[config.mk]
export PLATFORM = sky130hd
export DESIGN_NAME = tkt_keying_timers
export DESIGN_NICKNAME = d
export VERILOG_FILES = /design/src/verilog/tkt_pkg.sv /design/src/verilog/tkt_down_counter.sv /design/src/verilog/tkt_keying_timers.sv
export SDC_FILE = /design/constraint.sdc
export NUM_CORES = 1
export LEC_CHECK = 0
export BUFFER_PORTS_ARGS = -buffer_cell sky130_fd_sc_hd__buf_2
export CAP_MARGIN = 40
export CORE_MARGIN = 5
export CORE_UTILIZATION = 60
export DETAILED_ROUTE_END_ITERATION = 6
export GPL_TIMING_DRIVEN = 0
export PLACE_DENSITY = 0.78
export SYNTH_ARGS = -nofsm -noshare
export SYNTH_HDL_FRONTEND = slang
export SYNTH_SLANG_ARGS = --single-unit
export TNS_END_PERCENT = 1
[constraint.sdc]
create_clock -name mclk_in -period 7.7 [get_ports mclk_in]
set_input_delay 2.31 -clock mclk_in [delete_from_list [all_inputs] [get_ports mclk_in]]
set_output_delay 2.31 -clock mclk_in [all_outputs]
set_load 0.005 [all_outputs]
[src/verilog/tkt_pkg.sv]
// Shared constants and carrier types for the transmitter keying timers.
package tkt_pkg;

    // Clock and time base
    localparam int CLK_HZ = 25_000_000;
    localparam int MS_PER_S = 1000;
    localparam int MS_TICK_CYCLES = CLK_HZ / MS_PER_S;
    localparam int S_PER_MIN = 60;
    localparam logic [9:0] SEC_PRESCALE_LOAD = 10'(MS_PER_S - 1);
    localparam logic [5:0] MIN_PRESCALE_LOAD = 6'(S_PER_MIN - 1);

    // Transmit and receive time-outs
    localparam logic [7:0] TX_LIMIT_DEFAULT_S = 8'h1E;
    localparam logic [7:0] TX_LIMIT_MIN_S = 8'h01;
    localparam logic [7:0] RX_LIMIT_MIN_M = 8'h01;

    // Output power in dBm
    localparam logic [5:0] POWER_MIN_DBM = 6'h14;
    localparam logic [5:0] POWER_MAX_DBM = 6'h25;
    localparam logic [5:0] POWER_DEFAULT_DBM = 6'h25;

    // Signal-to-noise reporting
    localparam int SNR_PERIOD_S = 2;
    localparam logic [1:0] SNR_PERIOD_LOAD = 2'(SNR_PERIOD_S - 1);
    localparam logic [7:0] SNR_MIN_DB = 8'h0A;
    localparam logic [7:0] SNR_MAX_DB = 8'h21;

    // Alarm codes and classes
    localparam int ALARM_COUNT = 32;
    localparam logic [4:0] ALARM_RX_TIMEOUT = 5'h0C;
    localparam logic [4:0] ALARM_TX_TIMEOUT = 5'h0D;
    localparam logic [31:0] ALARM_MAJOR_MASK = 32'h0000_FFFF;

    typedef struct packed {
        logic [7:0] key_delay_ms;
        logic [7:0] soft_dekey_delay;
        logic transmit_timeout_en;
        logic [7:0] transmit_timeout;
        logic receive_timeout_en;
        logic [7:0] receive_timeout_minutes;
    } tkt_cfg_type;

    typedef struct packed {
        logic valid;
        logic [4:0] code;
        logic major;
        logic more;
    } tkt_alarm_type;

    typedef enum logic [2:0] {
        KS_IDLE,
        KS_KEY_WAIT,
        KS_KEYED,
        KS_DEKEY,
        KS_LOCKOUT
    } tkt_key_state_type;

endpackage

[src/verilog/tkt_down_counter.sv]
// Loadable down counter that steps on a tick and stops at zero.
module tkt_down_counter #(
    parameter int WIDTH = 8
) (
    input wire logic mclk_in,
    input wire logic rst_n_in,
    input wire logic load_in,
    input wire logic [WIDTH-1:0] load_value_in,
    input wire logic tick_in,
    output logic [WIDTH-1:0] count_out,
    output logic zero_out
);

    generate
        if (WIDTH < 1) begin : g_bad_width
            $error("tkt_down_counter: WIDTH must be at least 1");
        end
    endgenerate

    logic [WIDTH-1:0] count_reg;

    // Load wins over a tick in the same cycle
    always_ff @(posedge mclk_in or negedge rst_n_in) begin
        if (!rst_n_in) begin
            count_reg <= '0;
        end else if (load_in) begin
            count_reg <= load_value_in;
        end else if (tick_in && count_reg != '0) begin
            count_reg <= count_reg - WIDTH'(1);
        end
    end

    assign count_out = count_reg;
    assign zero_out = (count_reg == '0);

endmodule

[src/verilog/tkt_keying_timers.sv]
// Transmitter keying delays, time-outs, alarm reporting, power and SNR reporting.
//
// Overview of operation
// - Key request on push-to-talk or RTS keys transmitter after key-up delay.
// - After request drops, stay keyed for dekey delay; zero releases immediately.
// - Enabled transmit time-out unkeys transmitter after 1 to 255 keyed seconds.
// - After time-out unkey, ignore requests until the request line is dropped.
// - Transmit time-out has own enable; limit defaults to 30 seconds.
// - Raise alarm 12 when no received data within receive time-out.
// - Receive time-out counts 1 to 255 minutes; disable stops it firing.
// - Alarms report a code 00 to 31 with major or minor class.
// - Report several alarms one at a time, flag more, step on acknowledge.
// - While SNR monitoring, refresh value every 2 seconds, clamped 10 to 33 dB.
// - Output power accepts only 20 to 37 dBm, defaulting to 37 dBm.
// - RTS keys the transmitter regardless of data-keying setting.
// - Transmit time-out alarm 13 stays latched until transmitter next keys.
module tkt_keying_timers
    import tkt_pkg::*;
#(
    parameter int MS_TICK = MS_TICK_CYCLES
) (
    input wire logic mclk_in,
    input wire logic reset_n_in,
    input wire logic push_to_talk_line_in,
    input wire logic rts_in,
    input wire logic rx_data_event_in,
    input wire tkt_cfg_type cfg_in,
    input wire logic [31:0] ext_alarm_in,
    input wire logic alarm_ack_in,
    input wire logic power_write_in,
    input wire logic [5:0] power_value_in,
    input wire logic snr_monitor_in,
    input wire logic [7:0] snr_measure_in,
    output logic tx_key_out,
    output logic timeout_lockout_out,
    output tkt_alarm_type alarm_report_out,
    output logic [5:0] output_power_setting_out,
    output logic power_reject_out,
    output logic [7:0] snr_value_out,
    output logic snr_update_out
);

    generate
        if (MS_TICK < 2 || MS_TICK > 32768) begin : g_bad_tick
            $error("tkt_keying_timers: MS_TICK out of range");
        end
    endgenerate

    ////////////////////////////////////////////////////////////////////////////
    logic [1:0] rst_sync_reg;
    logic rst_n;
    logic [1:0] talk_sync_reg;
    logic [1:0] rts_sync_reg;
    logic key_req;

    always_ff @(posedge mclk_in or negedge reset_n_in) begin
        if (!reset_n_in) begin
            rst_sync_reg <= 2'h0;
        end else begin
            rst_sync_reg <= {rst_sync_reg[0], 1'b1};
        end
    end
    assign rst_n = rst_sync_reg[1];

    always_ff @(posedge mclk_in or negedge rst_n) begin
        if (!rst_n) begin
            talk_sync_reg <= 2'h0;
            rts_sync_reg <= 2'h0;
        end else begin
            talk_sync_reg <= {talk_sync_reg[0], push_to_talk_line_in};
            rts_sync_reg <= {rts_sync_reg[0], rts_in};
        end
    end
    assign key_req = talk_sync_reg[1] | rts_sync_reg[1];

    ////////////////////////////////////////////////////////////////////////////
    // single millisecond base
    logic [14:0] ms_cnt_reg;
    logic ms_tick;
    logic sec_pre_zero;
    logic sec_tick;
    logic min_pre_zero;
    logic min_tick;
    logic armed_reg;

    always_ff @(posedge mclk_in or negedge rst_n) begin
        if (!rst_n) begin
            ms_cnt_reg <= 15'h0000;
        end else if (ms_tick) begin
            ms_cnt_reg <= 15'h0000;
        end else begin
            ms_cnt_reg <= ms_cnt_reg + 15'h0001;
        end
    end
    assign ms_tick = (ms_cnt_reg == 15'(MS_TICK - 1));

    // full load once after reset, else the first second and minute come at once
    always_ff @(posedge mclk_in or negedge rst_n) begin
        if (!rst_n) begin
            armed_reg <= 1'b0;
        end else begin
            armed_reg <= 1'b1;
        end
    end

    tkt_down_counter #(.WIDTH(10)) u_sec_pre (
        .mclk_in(mclk_in), .rst_n_in(rst_n),
        .load_in((ms_tick && sec_pre_zero) || !armed_reg), .load_value_in(SEC_PRESCALE_LOAD),
        .tick_in(ms_tick), .count_out(), .zero_out(sec_pre_zero)
    );
    assign sec_tick = ms_tick && sec_pre_zero;

    tkt_down_counter #(.WIDTH(6)) u_min_pre (
        .mclk_in(mclk_in), .rst_n_in(rst_n),
        .load_in((sec_tick && min_pre_zero) || !armed_reg), .load_value_in(MIN_PRESCALE_LOAD),
        .tick_in(sec_tick), .count_out(), .zero_out(min_pre_zero)
    );
    assign min_tick = sec_tick && min_pre_zero;

    ////////////////////////////////////////////////////////////////////////////
    tkt_key_state_type state_reg;
    tkt_key_state_type state_next;
    logic delay_load;
    logic [7:0] delay_value;
    logic delay_zero;
    logic txlim_load;
    logic [7:0] txlim_value;
    logic txlim_zero;
    logic txlim_expire;

    // a zero limit behaves as the least limit
    assign txlim_value = (cfg_in.transmit_timeout < TX_LIMIT_MIN_S) ? TX_LIMIT_MIN_S
                                                                    : cfg_in.transmit_timeout;
    // only with the separate enable set
    assign txlim_expire = cfg_in.transmit_timeout_en && txlim_zero;

    always_comb begin
        state_next = state_reg;
        delay_load = 1'b0;
        delay_value = cfg_in.key_delay_ms;
        txlim_load = 1'b0;
        unique case (state_reg)
            KS_IDLE: begin
                if (key_req) begin
                    delay_load = 1'b1;
                    txlim_load = 1'b1;
                    state_next = (cfg_in.key_delay_ms == 8'h00) ? KS_KEYED : KS_KEY_WAIT;
                end
            end
            KS_KEY_WAIT: begin
                txlim_load = 1'b1;
                if (!key_req) begin
                    state_next = KS_IDLE;
                end else if (delay_zero) begin
                    state_next = KS_KEYED;
                end
            end
            KS_KEYED: begin
                delay_value = cfg_in.soft_dekey_delay;
                if (txlim_expire) begin
                    state_next = KS_LOCKOUT;
                end else if (!key_req) begin
                    delay_load = 1'b1;
                    state_next = (cfg_in.soft_dekey_delay == 8'h00) ? KS_IDLE : KS_DEKEY;
                end
            end
            KS_DEKEY: begin
                if (txlim_expire) begin
                    state_next = KS_LOCKOUT;
                end else if (key_req) begin
                    state_next = KS_KEYED;
                end else if (delay_zero) begin
                    state_next = KS_IDLE;
                end
            end
            KS_LOCKOUT: begin
                // only a dropped request returns to unkeyed
                if (!key_req) begin
                    state_next = KS_IDLE;
                end
            end
            default: state_next = KS_IDLE;
        endcase
    end

    always_ff @(posedge mclk_in or negedge rst_n) begin
        if (!rst_n) begin
            state_reg <= KS_IDLE;
            tx_key_out <= 1'b0;
            timeout_lockout_out <= 1'b0;
        end else begin
            state_reg <= state_next;
            tx_key_out <= (state_next == KS_KEYED) || (state_next == KS_DEKEY);
            timeout_lockout_out <= (state_next == KS_LOCKOUT);
        end
    end

    tkt_down_counter #(.WIDTH(8)) u_delay (
        .mclk_in(mclk_in), .rst_n_in(rst_n),
        .load_in(delay_load), .load_value_in(delay_value),
        .tick_in(ms_tick), .count_out(), .zero_out(delay_zero)
    );

    // Counts keyed seconds only while keyed
    tkt_down_counter #(.WIDTH(8)) u_tx_limit (
        .mclk_in(mclk_in), .rst_n_in(rst_n),
        .load_in(txlim_load), .load_value_in(txlim_value),
        .tick_in(sec_tick && tx_key_out), .count_out(), .zero_out(txlim_zero)
    );

    ////////////////////////////////////////////////////////////////////////////
    logic rxlim_load;
    logic [7:0] rxlim_value;
    logic rxlim_zero;
    logic rx_alarm_set;
    logic rx_alarm_reg;
    logic tx_alarm_reg;
    logic tx_keys_now;

    // disabled timer stays loaded and never fires
    // also loads once after reset, so the first interval is a full one
    assign rxlim_load = rx_data_event_in || !cfg_in.receive_timeout_en || !armed_reg;
    assign rxlim_value = (cfg_in.receive_timeout_minutes < RX_LIMIT_MIN_M) ? RX_LIMIT_MIN_M
                                                           : cfg_in.receive_timeout_minutes;
    tkt_down_counter #(.WIDTH(8)) u_rx_limit (
        .mclk_in(mclk_in), .rst_n_in(rst_n),
        .load_in(rxlim_load), .load_value_in(rxlim_value),
        .tick_in(min_tick), .count_out(), .zero_out(rxlim_zero)
    );
    assign rx_alarm_set = rxlim_zero && !rxlim_load;

    // receive alarm, clear by new data wins over set
    always_ff @(posedge mclk_in or negedge rst_n) begin
        if (!rst_n) begin
            rx_alarm_reg <= 1'b0;
        end else if (rx_alarm_set) begin
            rx_alarm_reg <= 1'b1;
        end else if (rx_data_event_in) begin
            rx_alarm_reg <= 1'b0;
        end
    end

    assign tx_keys_now = (state_reg == KS_IDLE || state_reg == KS_KEY_WAIT)
                         && state_next == KS_KEYED;
    always_ff @(posedge mclk_in or negedge rst_n) begin
        if (!rst_n) begin
            tx_alarm_reg <= 1'b0;
        end else if (state_next == KS_LOCKOUT && state_reg != KS_LOCKOUT) begin
            tx_alarm_reg <= 1'b1;
        end else if (tx_keys_now) begin
            tx_alarm_reg <= 1'b0;
        end
    end

    ////////////////////////////////////////////////////////////////////////////
    logic [31:0] active;
    logic [4:0] start_reg;
    logic found;
    logic [4:0] cur_code;

    always_comb begin
        active = ext_alarm_in;
        active[ALARM_RX_TIMEOUT] = rx_alarm_reg;
        active[ALARM_TX_TIMEOUT] = tx_alarm_reg;
    end

    // round-robin search from the code after the last acknowledged one
    always_comb begin
        logic [4:0] idx;
        idx = 5'h00;
        found = 1'b0;
        cur_code = 5'h00;
        for (int i = 0; i < ALARM_COUNT; i++) begin
            idx = start_reg + 5'(i);
            if (!found && active[idx]) begin
                found = 1'b1;
                cur_code = idx;
            end
        end
    end

    always_ff @(posedge mclk_in or negedge rst_n) begin
        if (!rst_n) begin
            start_reg <= 5'h00;
        end else if (alarm_ack_in && found) begin
            start_reg <= cur_code + 5'h01;
        end
    end

    always_ff @(posedge mclk_in or negedge rst_n) begin
        if (!rst_n) begin
            alarm_report_out <= '0;
        end else begin
            alarm_report_out.valid <= found;
            alarm_report_out.code <= cur_code;
            alarm_report_out.major <= found && ALARM_MAJOR_MASK[cur_code];
            alarm_report_out.more <= ($countones(active) > 1);
        end
    end

    ////////////////////////////////////////////////////////////////////////////
    // out-of-range writes are refused and flagged
    always_ff @(posedge mclk_in or negedge rst_n) begin
        if (!rst_n) begin
            output_power_setting_out <= POWER_DEFAULT_DBM;
            power_reject_out <= 1'b0;
        end else begin
            power_reject_out <= 1'b0;
            if (power_write_in) begin
                if (power_value_in >= POWER_MIN_DBM && power_value_in <= POWER_MAX_DBM) begin
                    output_power_setting_out <= power_value_in;
                end else begin
                    power_reject_out <= 1'b1;
                end
            end
        end
    end

    logic snr_zero;
    logic snr_due;
    assign snr_due = snr_monitor_in && sec_tick && snr_zero;

    tkt_down_counter #(.WIDTH(2)) u_snr (
        .mclk_in(mclk_in), .rst_n_in(rst_n),
        .load_in(!snr_monitor_in || snr_due), .load_value_in(SNR_PERIOD_LOAD),
        .tick_in(sec_tick), .count_out(), .zero_out(snr_zero)
    );

    // periodic refresh, clamped to the reporting range
    always_ff @(posedge mclk_in or negedge rst_n) begin
        if (!rst_n) begin
            snr_value_out <= SNR_MIN_DB;
            snr_update_out <= 1'b0;
        end else begin
            snr_update_out <= snr_due;
            if (snr_due) begin
                snr_value_out <= (snr_measure_in < SNR_MIN_DB) ? SNR_MIN_DB :
                                 (snr_measure_in > SNR_MAX_DB) ? SNR_MAX_DB : snr_measure_in;
            end
        end
    end
endmodule

==> impl_results.md <==
* Status: finished clean
* Area Growth Syn to Fin at 11.0%
* Syn. warnings at 0
* H-tree Lvls at 3
* DRC viols at 0
* DRT antenna net count at 0
* Worst Path Max Fanout at 10
* Bufs and invs on worst path at 12
* Hold Fails Final Rpt at 0
* DIE HEIGHT at 155 um
* Worst rel slew slack at a little under two fifths
* Global-route wire length before repair at 71400 um
* Drt first pass iters at 6
* N_diodes at 0
* Yosys top cell by area: dfrtp_1
* Worst hold slack at 0.326 ns
* Async SR Flop Fraction at between 90% and 100%
* Commonest cells post-synth: 133 x nand2_1, 105 x nor2_1, 95 x dfrtp_1, 94 x mux4_2, 76 x o21ai_0
* Main synth FF type: dfrtp_1
* Distinct cells, synth at 89
* Place WS at -0.101 ns
* Synthesized instance count at 1392
* Worst path slowest cell: mux4_2
* CTS tree: built
* Worst setup EP type: flop
* Initial Util at 60.7%
* Worst skew pair latency at around 0.34 ns
* Critical Path RT at 7.92 ns
* Sequential share of the synthesized area at 19.8%
* Largest net degree at the start of global routing at 58
* Hold Buf Count CTS at 0
* Crit-path leading delay family: buffers and inverters
* Top cells by area, synth: dfrtp_1 19%, mux4_2 17%, mux2i_1 5.3%, mux2_2 5.2%, nand2_1 3.9%
* Clock-pin slew on the worst setup and hold paths at about 0.07 ns
* Fin nets at between 1500 and 2000
* Tightest Pin Transition at 0.925 ns
* HP Class: flop to asynchronous set/reset pin
* Area of the mapped netlist at 12700 um^2
* Die W at 155 um
* IO Port Bufs at around 110
* Clock sink count at 100
* Placed cells at 1793
* Fin Clk Skew at 0.00753 ns
* Yosys top cell area share at 18.7%
* Count leader, synth: nand2_1
* Number of antenna violations at the first check in global routing at 0
* Max frequency at 0.133 GHz
* Final period utilization at 97.8%
* 1st-iter DRT viols at 1890
* Grt ovf at 0
* Mean Syn Cell Area at 9.11 um^2
* Post-synth EDFFs at 0
* Detailed Route WL at 46800 um
* Clock buffer count from CTS at 9
* GPL Wtd Cong at 1.12
* I/O pins at 114
* Crit start category: flop
* Die area at ~24000 um^2
* Detail-routed via count per cell at 7.22
* Max Cap Viol at 0
* Routed len/inst at roughly 26 um
* CP max stage delay at 0.61 ns
* GRT Total Usage at between 30% and 40%
* Final min period at 7.53 ns
* Setup Viol. Count Final at 0
* Vias in the first global route at 12569
* Total number of vias at ~13000
* Post-CTS setup buffers at 0
* Dpl hpwl at between 30000 and 40000 um
* Yosys reg bits at 100
* Rows at 53
* Root buffer cell: clkbuf_16
* WS Path Type: flop to flop
* Max FFs per register at 15
* Unrepaired setup endpoints after global routing: false
* Cell Count, Final, Fillers Out at between 1500 and 2000
* Clock Path Buffers at 2
* Post-route setup slack at 0.173 ns
* Slew Limit Fails at 0
* Critical Path AT at between 7 and 8 ns
* Core area at 20900 um^2
* CP dominant cell by count: buf_2
* Share of layout cells above drive strength 1 at 24.0%
-- routing by layer --
metal	part of all wire (%)	wire length, um	global-route usage [%]	vias to the layer above
li1	-	-	-	5613
met1	35	16300	48.8	6118
met2	43	20100	57.3	1073
met3	14	6700	11.0	275
met4	7.8	3650	22.6	0
met5	0	0	1.04	-
-- cell usage in the layout (no fill, tap or decap), types with 15 or more instances in the layout --
| master | instances |
|---|---|
| nand2_1 | 133 |
| ha_1 | 30 |
| nand3_1 | 51 |
| buf_2 | 141 |
| nor3_1 | 53 |
| a211oi_1 | 15 |
| xnor2_1 | 46 |
| or3_1 | 20 |
| a21oi_1 | 53 |
| dfrtp_1 | 94 |
| o21ai_0 | 76 |
| mux2_2 | 59 |
| mux2i_1 | 67 |
| mux4_2 | 94 |
| nor4_1 | 30 |
| fa_1 | 24 |
| nor2_1 | 105 |
| nand4_1 | 18 |
| xor2_1 | 27 |
| clkbuf_1 | 32 |
| inv_1 | 73 |
-- metrics by stage --
stage,TNS (ns),utilization (%),area [um^2]
floorplan,0,-,12700
global placement,-0.695,65.0,13600
detailed placement,-0.162,65.7,13700
CTS,0,67.1,14000
global route,0,67.4,14100
finish,0,67.4,14100
-- worst paths after layout --
check | from | endpoint | slack, ns | depth (start not counted)
worst min register to register | rst_sync_reg[1] | talk_sync_reg[0] | 0.33 | 0
max in group asynchronous | reset_n_in | rst_sync_reg[1] | 5.85 | 1
worst max register to register | start_reg[1] | start_reg[4] | 0.17 | 26
worst max-delay path | start_reg[1] | start_reg[4] | 0.17 | 26
worst min-delay path | rst_sync_reg[1] | talk_sync_reg[0] | 0.33 | 0
min in group mclk_in | talk_sync_reg[0] | talk_sync_reg[1] | 0.35 | 0
-- cells by family after synthesis --
family | count (synthesis) | synth area share (%)
buffers and inverters | 152 | 5.10
flip-flops | 100 | 19.8
other | 1 | 0.0296
AO/OA/AOI/OAI | 298 | 16.2
adder cells (fa/ha/maj) | 54 | 6.75
XOR/XNOR | 76 | 5.43
AND/OR/NAND/NOR | 491 | 19.5
multiplexers | 220 | 27.2
-- cell type report --
type                            instances  area, um^2
Multi-Input combinational cell       1141        9580
Fill cell                            1706        6820
Sequential cell                       100        2510
Timing Repair Buffer                  127         709
Buffer                                 75         364
Tap cell                              275         344
Inverter                               77         289
Clock buffer                           10         229
Clock inverter                          6        48.8
-- repair_timing --
action                     in CTS  in global routing
gates cloned                    0                  0
setup endpoints to repair       2                  4
pin swaps                       0                  1
gates resized for setup         3                 19
Power is not shown: default switching activity piles up to over one toggle a cycle in this logic, so the estimate is an artifact.
